File: config.mk
export PLATFORM = sky130hd
export DESIGN_NAME = iwd_decoder
export DESIGN_NICKNAME = d
export VERILOG_FILES = /design/src/iwd_pkg.sv /design/src/iwd_fields_if.sv /design/src/iwd_decoder.sv /design/src/iwd_splitter.sv
export SDC_FILE = /design/constraint.sdc
export NUM_CORES = 1
export LEC_CHECK = 0
export BUFFER_PORTS_ARGS = -buffer_cell sky130_fd_sc_hd__buf_4
export CORE_MARGIN = 1.5
export CORE_UTILIZATION = 30
export CTS_CLUSTER_DIAMETER = 100
export DETAILED_ROUTE_END_ITERATION = 7
export GPL_ROUTABILITY_DRIVEN = 1
export PLACE_DENSITY = 0.6
export SYNTH_ARGS = -nofsm -noshare
export SYNTH_HDL_FRONTEND = slang
export SYNTH_SLANG_ARGS = --single-unit
File: constraint.sdc
create_clock -name clk -period 1.9 [get_ports clk]
set_input_delay 0.19 -clock clk [delete_from_list [all_inputs] [get_ports clk]]
set_output_delay 0.19 -clock clk [all_outputs]
set_load 0.005 [all_outputs]
File: src/iwd_pkg.sv
// Shared constants and types for the instruction word decoder
package iwd_pkg;
  localparam int WORD_W     = 14;
  localparam int FADDR_W    = 7;
  localparam int BITSEL_W   = 3;
  localparam int LIT8_W     = 8;
  localparam int LIT11_W    = 11;
  localparam int QPHASES    = 4;
  localparam int FADDR_LSB  = 0;
  localparam int DEST_POS   = 7;
  localparam int BITSEL_LSB = 7;
  localparam int BOP_LSB    = 10;
  localparam int GRP_LSB    = 12;
  localparam int OP4_LSB    = 8;
  localparam logic [1:0] GRP_BYTE = 2'h0;
  localparam logic [1:0] GRP_BIT  = 2'h1;
  localparam logic [1:0] GRP_JUMP = 2'h2;
  localparam logic [1:0] GRP_LIT  = 2'h3;
  localparam logic [1:0] PHASE_RST = 2'h0;
  localparam logic [1:0] PHASE_LAST = 2'h3;
  localparam logic [13:0] NOP_WORD = 14'h0000;

  typedef enum logic [1:0] {
    IWD_CLS_BYTE,
    IWD_CLS_BIT,
    IWD_CLS_LIT
  } iwd_class_e;

  typedef enum logic [3:0] {
    IWD_OP_NONE, IWD_OP_ALU_F, IWD_OP_MOVWF, IWD_OP_CLR,
    IWD_OP_DECSZ, IWD_OP_INCSZ, IWD_OP_BCLR, IWD_OP_BSET,
    IWD_OP_BTSC, IWD_OP_BTSS, IWD_OP_CALL, IWD_OP_JUMP,
    IWD_OP_RETURN, IWD_OP_RETLIT, IWD_OP_ALU_L, IWD_OP_CTRL
  } iwd_op_e;
endpackage

File: src/iwd_fields_if.sv
// Field bundle between the word splitter and the decoder
`timescale 1ns/10ps
interface iwd_fields_if;
  logic [1:0]                       group;
  logic [3:0]                       op4;
  logic                             dest_file;
  logic [iwd_pkg::FADDR_W-1:0]      file_addr;
  logic [iwd_pkg::BITSEL_W-1:0]     bit_num;
  logic [7:0]                       bit_mask;
  logic [iwd_pkg::LIT8_W-1:0]       lit8;
  logic [iwd_pkg::LIT11_W-1:0]      lit11;
  modport split (output group, op4, dest_file, file_addr, bit_num,
                 bit_mask, lit8, lit11);
  modport use_f (input group, op4, dest_file, file_addr, bit_num,
                 bit_mask, lit8, lit11);
endinterface

File: src/iwd_decoder.sv
// Instruction word decoder with four-phase cycle sequencer
`timescale 1ns/10ps
// Notes on behaviour
// [RL1] 14-bit words split into opcode and operand fields
// [RL2] Destination bit 0 writes accumulator, 1 writes file register
// [RL3] File operand is a 7-bit address, 0x00 to 0x7F
// [RL4] Bit operand picks one bit of the 8-bit file register
// [RL5] Literal operand is 8 or 11 bits depending on instruction
// [RL6] Don't-care bits never change the decoded operation
// [RL7] One cycle; two with NOP second cycle on true test or jump
// [RL8] Each instruction cycle is four oscillator periods
// [RL9] Byte group: 00, 4-bit op, destination bit, 7-bit address
// [RL10] Bit group: 01, 2-bit op, 3-bit bit number, 7-bit address
// [RL11] Read-modify-write of I/O reads the pins, not the latch
// [RL12] 11-bit constant only for call and jump; others use 8 bits
module iwd_decoder (
  input  wire logic                         clk,
  input  wire logic                         reset,
  input  wire logic [iwd_pkg::WORD_W-1:0]   instr_word,
  input  wire logic                         cond_true,
  input  wire logic                         pc_change,
  output logic                              fetch_req,
  output logic                              phase_last,
  output logic [1:0]                        q_phase,
  output logic                              flush_nop,
  output iwd_pkg::iwd_class_e               instr_class,
  output iwd_pkg::iwd_op_e                  op_kind,
  output logic [3:0]                        alu_code,
  output logic                              wr_accum,
  output logic                              wr_file,
  output logic [iwd_pkg::FADDR_W-1:0]       file_addr,
  output logic [7:0]                        bit_mask,
  output logic [iwd_pkg::LIT11_W-1:0]       literal,
  output logic                              lit_is_addr,
  output logic                              read_pins
);
  iwd_fields_if fl ();

  logic [iwd_pkg::WORD_W-1:0] word_q;
  logic [1:0]                 phase_q;
  logic                       nop_q;
  logic                       nop_d;
  iwd_pkg::iwd_class_e        cls_d;
  iwd_pkg::iwd_op_e           op_d;
  logic                       wacc_d;
  logic                       wfile_d;
  logic                       rmw_d;
  logic                       litaddr_d;

  // Flushed second cycle decodes as an all-zero word, a plain no-op
  logic [iwd_pkg::WORD_W-1:0] eff_word;
  assign eff_word = nop_q ? iwd_pkg::NOP_WORD : word_q; // [RL7]

  iwd_splitter u_split (
    .word (eff_word),
    .f    (fl)
  ); // [RL1]

  // Four oscillator periods per instruction cycle
  always_ff @(posedge clk) begin
    if (reset) begin
      phase_q <= iwd_pkg::PHASE_RST;
    end else begin
      phase_q <= phase_q + 2'h1; // [RL8]
    end
  end

  assign phase_last = (phase_q == iwd_pkg::PHASE_LAST);
  assign fetch_req  = phase_last;
  assign q_phase    = phase_q;
  assign flush_nop  = nop_q;

  // Next word latched at end of cycle; taken branch inserts a NOP
  always_ff @(posedge clk) begin
    if (reset) begin
      word_q <= iwd_pkg::NOP_WORD;
    end else if (phase_last) begin
      word_q <= instr_word; // [RL1]
    end
  end

  always_comb begin
    nop_d = nop_q;
    if (phase_last) begin
      nop_d = !nop_q && (cond_true || pc_change); // [RL7]
    end
  end

  always_ff @(posedge clk) begin
    if (reset) begin
      nop_q <= 1'b0;
    end else begin
      nop_q <= nop_d;
    end
  end

  // Group and operation decode; don't-care bits are never compared
  always_comb begin
    cls_d     = iwd_pkg::IWD_CLS_BYTE;
    op_d      = iwd_pkg::IWD_OP_NONE;
    wacc_d    = 1'b0;
    wfile_d   = 1'b0;
    rmw_d     = 1'b0;
    litaddr_d = 1'b0;
    case (fl.group)
      iwd_pkg::GRP_BYTE: begin
        cls_d = iwd_pkg::IWD_CLS_BYTE; // [RL9]
        case (fl.op4)
          4'h0: begin
            if (fl.dest_file) begin
              op_d    = iwd_pkg::IWD_OP_MOVWF;
              wfile_d = 1'b1;
            end else if (eff_word[6:0] == 7'h08) begin
              op_d = iwd_pkg::IWD_OP_RETURN;
            end else if (eff_word[6:0] == 7'h09) begin
              op_d = iwd_pkg::IWD_OP_RETURN;
            end else if (eff_word[6:0] == 7'h63 ||
                         eff_word[6:0] == 7'h64) begin
              op_d = iwd_pkg::IWD_OP_CTRL;
            end else begin
              op_d = iwd_pkg::IWD_OP_NONE; // [RL6]
            end
          end
          4'h1: begin
            op_d    = iwd_pkg::IWD_OP_CLR;
            wacc_d  = !fl.dest_file; // [RL6]
            wfile_d = fl.dest_file;
          end
          default: begin
            op_d = (fl.op4 == 4'hB) ? iwd_pkg::IWD_OP_DECSZ :
                   (fl.op4 == 4'hF) ? iwd_pkg::IWD_OP_INCSZ :
                                      iwd_pkg::IWD_OP_ALU_F;
            wacc_d  = !fl.dest_file; // [RL2]
            wfile_d = fl.dest_file; // [RL2]
            rmw_d   = fl.dest_file; // [RL11]
          end
        endcase
      end
      iwd_pkg::GRP_BIT: begin
        cls_d = iwd_pkg::IWD_CLS_BIT; // [RL10]
        case (fl.op4[3:2])
          2'h0: begin
            op_d    = iwd_pkg::IWD_OP_BCLR;
            wfile_d = 1'b1;
            rmw_d   = 1'b1; // [RL11]
          end
          2'h1: begin
            op_d    = iwd_pkg::IWD_OP_BSET;
            wfile_d = 1'b1;
            rmw_d   = 1'b1; // [RL11]
          end
          2'h2:    op_d = iwd_pkg::IWD_OP_BTSC;
          default: op_d = iwd_pkg::IWD_OP_BTSS;
        endcase
      end
      iwd_pkg::GRP_JUMP: begin
        cls_d     = iwd_pkg::IWD_CLS_LIT;
        litaddr_d = 1'b1; // [RL12]
        op_d = fl.op4[3] ? iwd_pkg::IWD_OP_JUMP : iwd_pkg::IWD_OP_CALL;
      end
      default: begin
        cls_d  = iwd_pkg::IWD_CLS_LIT;
        wacc_d = 1'b1;
        // Bits 9:8 partly don't-care for move and return forms
        op_d = (fl.op4[3:2] == 2'h1) ? iwd_pkg::IWD_OP_RETLIT :
                                       iwd_pkg::IWD_OP_ALU_L; // [RL6]
      end
    endcase
  end

  // Literal width per group; jumps need all eleven address bits
  logic [iwd_pkg::LIT11_W-1:0] lit_d;
  always_comb begin
    lit_d = {3'h0, fl.lit8}; // [RL5]
    if (litaddr_d) begin
      lit_d = fl.lit11; // [RL12]
    end
  end

  // Decoded outputs registered so they hold stable across the cycle
  always_ff @(posedge clk) begin
    if (reset) begin
      instr_class <= iwd_pkg::IWD_CLS_BYTE;
      op_kind     <= iwd_pkg::IWD_OP_NONE;
      alu_code    <= 4'h0;
    end else begin
      instr_class <= cls_d; // [RL1]
      op_kind     <= op_d;
      alu_code    <= fl.op4;
    end
  end

  // Write targets and the read-pins request travel together
  always_ff @(posedge clk) begin
    if (reset) begin
      wr_accum  <= 1'b0;
      wr_file   <= 1'b0;
      read_pins <= 1'b0;
    end else begin
      wr_accum  <= wacc_d; // [RL2]
      wr_file   <= wfile_d; // [RL2]
      read_pins <= rmw_d; // [RL11]
    end
  end

  // File operand and bit selector
  always_ff @(posedge clk) begin
    if (reset) begin
      file_addr <= '0;
      bit_mask  <= 8'h00;
    end else begin
      file_addr <= fl.file_addr; // [RL3]
      bit_mask  <= (fl.group == iwd_pkg::GRP_BIT) ? fl.bit_mask
                                                  : 8'h00; // [RL4]
    end
  end

  // Constant operand
  always_ff @(posedge clk) begin
    if (reset) begin
      literal     <= '0;
      lit_is_addr <= 1'b0;
    end else begin
      literal     <= lit_d; // [RL5]
      lit_is_addr <= litaddr_d; // [RL12]
    end
  end
endmodule // iwd_decoder

File: src/iwd_splitter.sv
// Combinational splitting of one instruction word into fields
`timescale 1ns/10ps
module iwd_splitter (
  input  wire logic [iwd_pkg::WORD_W-1:0] word,
  iwd_fields_if.split                     f
);
  always_comb begin
    f.group     = word[iwd_pkg::GRP_LSB +: 2];
    f.op4       = word[iwd_pkg::OP4_LSB +: 4];
    f.dest_file = word[iwd_pkg::DEST_POS];
    f.file_addr = word[iwd_pkg::FADDR_LSB +: iwd_pkg::FADDR_W];
    f.bit_num   = word[iwd_pkg::BITSEL_LSB +: iwd_pkg::BITSEL_W];
    f.bit_mask  = 8'h01 << f.bit_num;
    f.lit8      = word[0 +: iwd_pkg::LIT8_W];
    f.lit11     = word[0 +: iwd_pkg::LIT11_W];
  end
endmodule // iwd_splitter

==> impl_metrics.py <==
metrics = {
    "run_status": {
        "status": "completed",
    },
    "clocking": {
        "cts_made_buffers": 5,
        "clk_pin_slew_worst_paths_ns": 0.08,
        "insertion_delay_ns": 0.30,
        "cts_num_sinks": 50,
        "cts_resized": 0,
        "cts_hold_buf": 0,
        "cts_setup_buffers": 0,
        "root_buffer": "clkbuf_8",
        "cts_tree": "built",
        "h-tree-depth": 2,
        "cts_max_path_buffers": 2,
    },
    "floorplanning": {
        "start_util_pct": 31.6,
        "rows": 28,
        "die_area_mm2": 0.00683,
        "die_w_um": 82.7,
        "die_h_um": 82.7,
        "design.core.area_mm2": 0.00603,
        "ios": 63,
    },
    "critical_path": {
        "crit_family": "compound AO/OA/AOI/OAI gates",
        "critPathKind": "reg2reg",
        "crit_path_end_kind": "register",
        "path_max_fanout": 8,
        "path_cells": "inv_2 > nand2_1 > inv_1 > ha_1 > nor2b_1 > o21ai_1 > o21ai_0 > a22o_1",
        "required_ns": 2.09,
        "max_stage_delay_ns": 0.35,
        "cpMaxStageDelayCell": "dfxtp_1",
        "path_depth": 8,
        "path_buf_inv": 2,
        "reg2regPathDepth": 8,
        "worstSetupStartpointType": "register",
        "worstPathArrival_ns": 1.84,
    },
    "sta": {
        "skew_ns": 0.00497,
        "fin_crit_sh_pct": 87.0,
        "finalSetupViolCount": 0,
        "rsz0062_at_grt": "no",
        "tightest_slew_ns": 0.411,
        "clock.fmax_mhz": 605,
        "finalHoldViolCount": 0,
        "tns_ns": 0,
        "max_slew_margin_pct": 72.4,
        "hold_ws_ns": 0.122,
        "worst_slack_ns": 0.248,
        "slew_violations": 0,
        "fin_crit_ns": 1.65,
    },
    "yosys": {
        "synth_top_area_cell": "dfxtp_1",
        "synth_edf_count": 0,
        "ys_types": 40,
        "synth_fp_nets": 216,
        "avgSynthCellArea_um2": 9.87,
        "synthTopCellsByArea": "dfxtp_1, mux2i_1, nor2_1, and2_1, ha_1",
        "ys_async_sr_fraction_pct": 0,
        "synthCells": 193,
        "syn_area_mm2": 0.00190,
        "ys_seq_elements": 50,
        "synth_ff_type": "dfxtp_1",
        "ys_warn_count": 0,
        "yosysSeqAreaShare_pct": 52.6,
        "netlist.area_leader.share_pct": 52.6,
    },
    "place": {
        "io_buffers": 62,
        "place.gp.congestion": 0.837,
        "pre_cts_ws_ns": 0.263,
        "dpl.cell_count": 315,
        "place_hpwl_um": 2950,
    },
    "route": {
        "drt_pass1_iterations": 4,
        "drt_wl_total_um": 4030,
        "drc_errors": 0,
        "wl_per_cell_um": 12.5,
        "avgViaCountPerCell": 4.55,
        "detail-route-antenna-nets": 0,
        "vias": 1466,
        "drtIter0Drc": 103,
    },
    "run": {
        "cap_violations": 0,
    },
    "grt": {
        "grt_use_met3_pct": 2.75,
        "busiest_layer": "met2",
        "gr-total-overflow": 0,
        "grt_pass1_vias": 1346,
        "grt_pass1_wl_um": 6310,
        "grt_util_all_layers_pct": 12.5,
        "use_met1_pct": 17.2,
        "grtUsageMet2_pct": 18.1,
        "grt_max_degree": 29,
        "antenna_found_initial": 0,
    },
    "finish": {
        "nets": 270,
        "drive_above_1_share_pct": 32.4,
        "instances_no_fill": 322,
        "antennaDiodeCount": 0,
        "area_growth_pct": 31.1,
        "fillers": 622,
        "regArea_mm2": 0.00100,
        "multiInputGateArea_um2": 786,
    },
    "power": {
        "power_leakage_uw": 0.00111,
        "ir_drop_uv": 447,
        "power.density_mw_per_mm2": 812,
    },
    "min_path": {
        "min_path_cells": 3,
        "hold_class": "in2reg",
    },
}
## synth_stat cells (2+ instances only)
master	count
a211oi_2	2
a21oi_1	4
and2_1	11
and3_1	4
buf_1	2
buf_2	4
buf_4	8
clkbuf_1	4
dfxtp_1	50
ha_1	5
inv_1	3
mux2i_1	15
nand2_1	7
nand2b_1	4
nand3_1	2
nor2_1	34
nor2b_1	5
nor3_1	4
o21ai_0	2
o21bai_1	2
or3_1	2
## state kept, by name, summed over array words and instances, names as in the netlist, 2 cells and up
signal	count
q_phase	2
bit_mask	8
op_kind	4
instr_class	2
file_addr	6
literal	5
alu_code	4
word_q	14
## power by group
part           internal, uW  switching (uW)  leakage [uW]
clock                   421             324     0.0000573
sequential             1080            24.4      0.000404
combinational          98.9            84.2      0.000652
total                  1600             432       0.00111
## cell families after synthesis
family | share of synthesized area (%)
and+or+nand+nor | 21.9
DFF | 52.6
buffers and inverters | 6.18
AOI/OAI and AO/OA | 8.15
muxes | 7.88
adders and majority gates | 3.29
## tightest hold or removal path, cell delays in order
cell     delay (ns)
buf_4          0.07
mux2i_1        0.05
nor2_1         0.07
## worst paths after layout
path / start / end / slack [ns]
max: flush_nop / op_kind[0] / 0.25
min: instr_word[12] / word_q[12] / 0.12
max reg2reg: flush_nop / op_kind[0] / 0.25
min reg2reg: q_phase[0] / q_phase[0] / 0.44
## per-layer routing
layer | up-vias | wire (um)
li1 | 745 | -
met5 | - | 0
met3 | 5 | 244
met4 | 0 | 70
met1 | 666 | 1920
met2 | 50 | 1790
## cell type report
cell class | instances | share of cell area [%]
clock inverter | 1 | 1.20
multi-input combinational | 121 | 31.5
timing repair buffer | 65 | 19.5
clock buffer | 6 | 3.31
inverter | 4 | 0.602
tap | 75 | 3.76
sequential | 50 | 40.1
## metrics by stage
| step | utilization (%) | area [um^2] | power, uW |
|---|---|---|---|
| 2_1_floorplan | - | 1900 | 1220 |
| 3_3_place_gp | 39.6 | 2380 | 1310 |
| 3_5_place_dp | 39.6 | 2380 | 1310 |
| 4_1_cts | 41.4 | 2500 | 2050 |
| 5_1_grt | 41.4 | 2500 | 2120 |
| 6_report | 41.4 | 2500 | 2030 |
## layout by cell type (no fill, tap or decap), drive strengths merged, types with 3 or more instances in the layout
cell type  count
o21ai          3
mux2i         15
and3           4
nand2          8
and2          11
dfxtp         50
nor3           5
nand2b         5
ha             5
nor2          34
buf           65
inv            4
a21oi          4
nor2b          5
clkbuf         6
(Power assumes the default switching activity.)
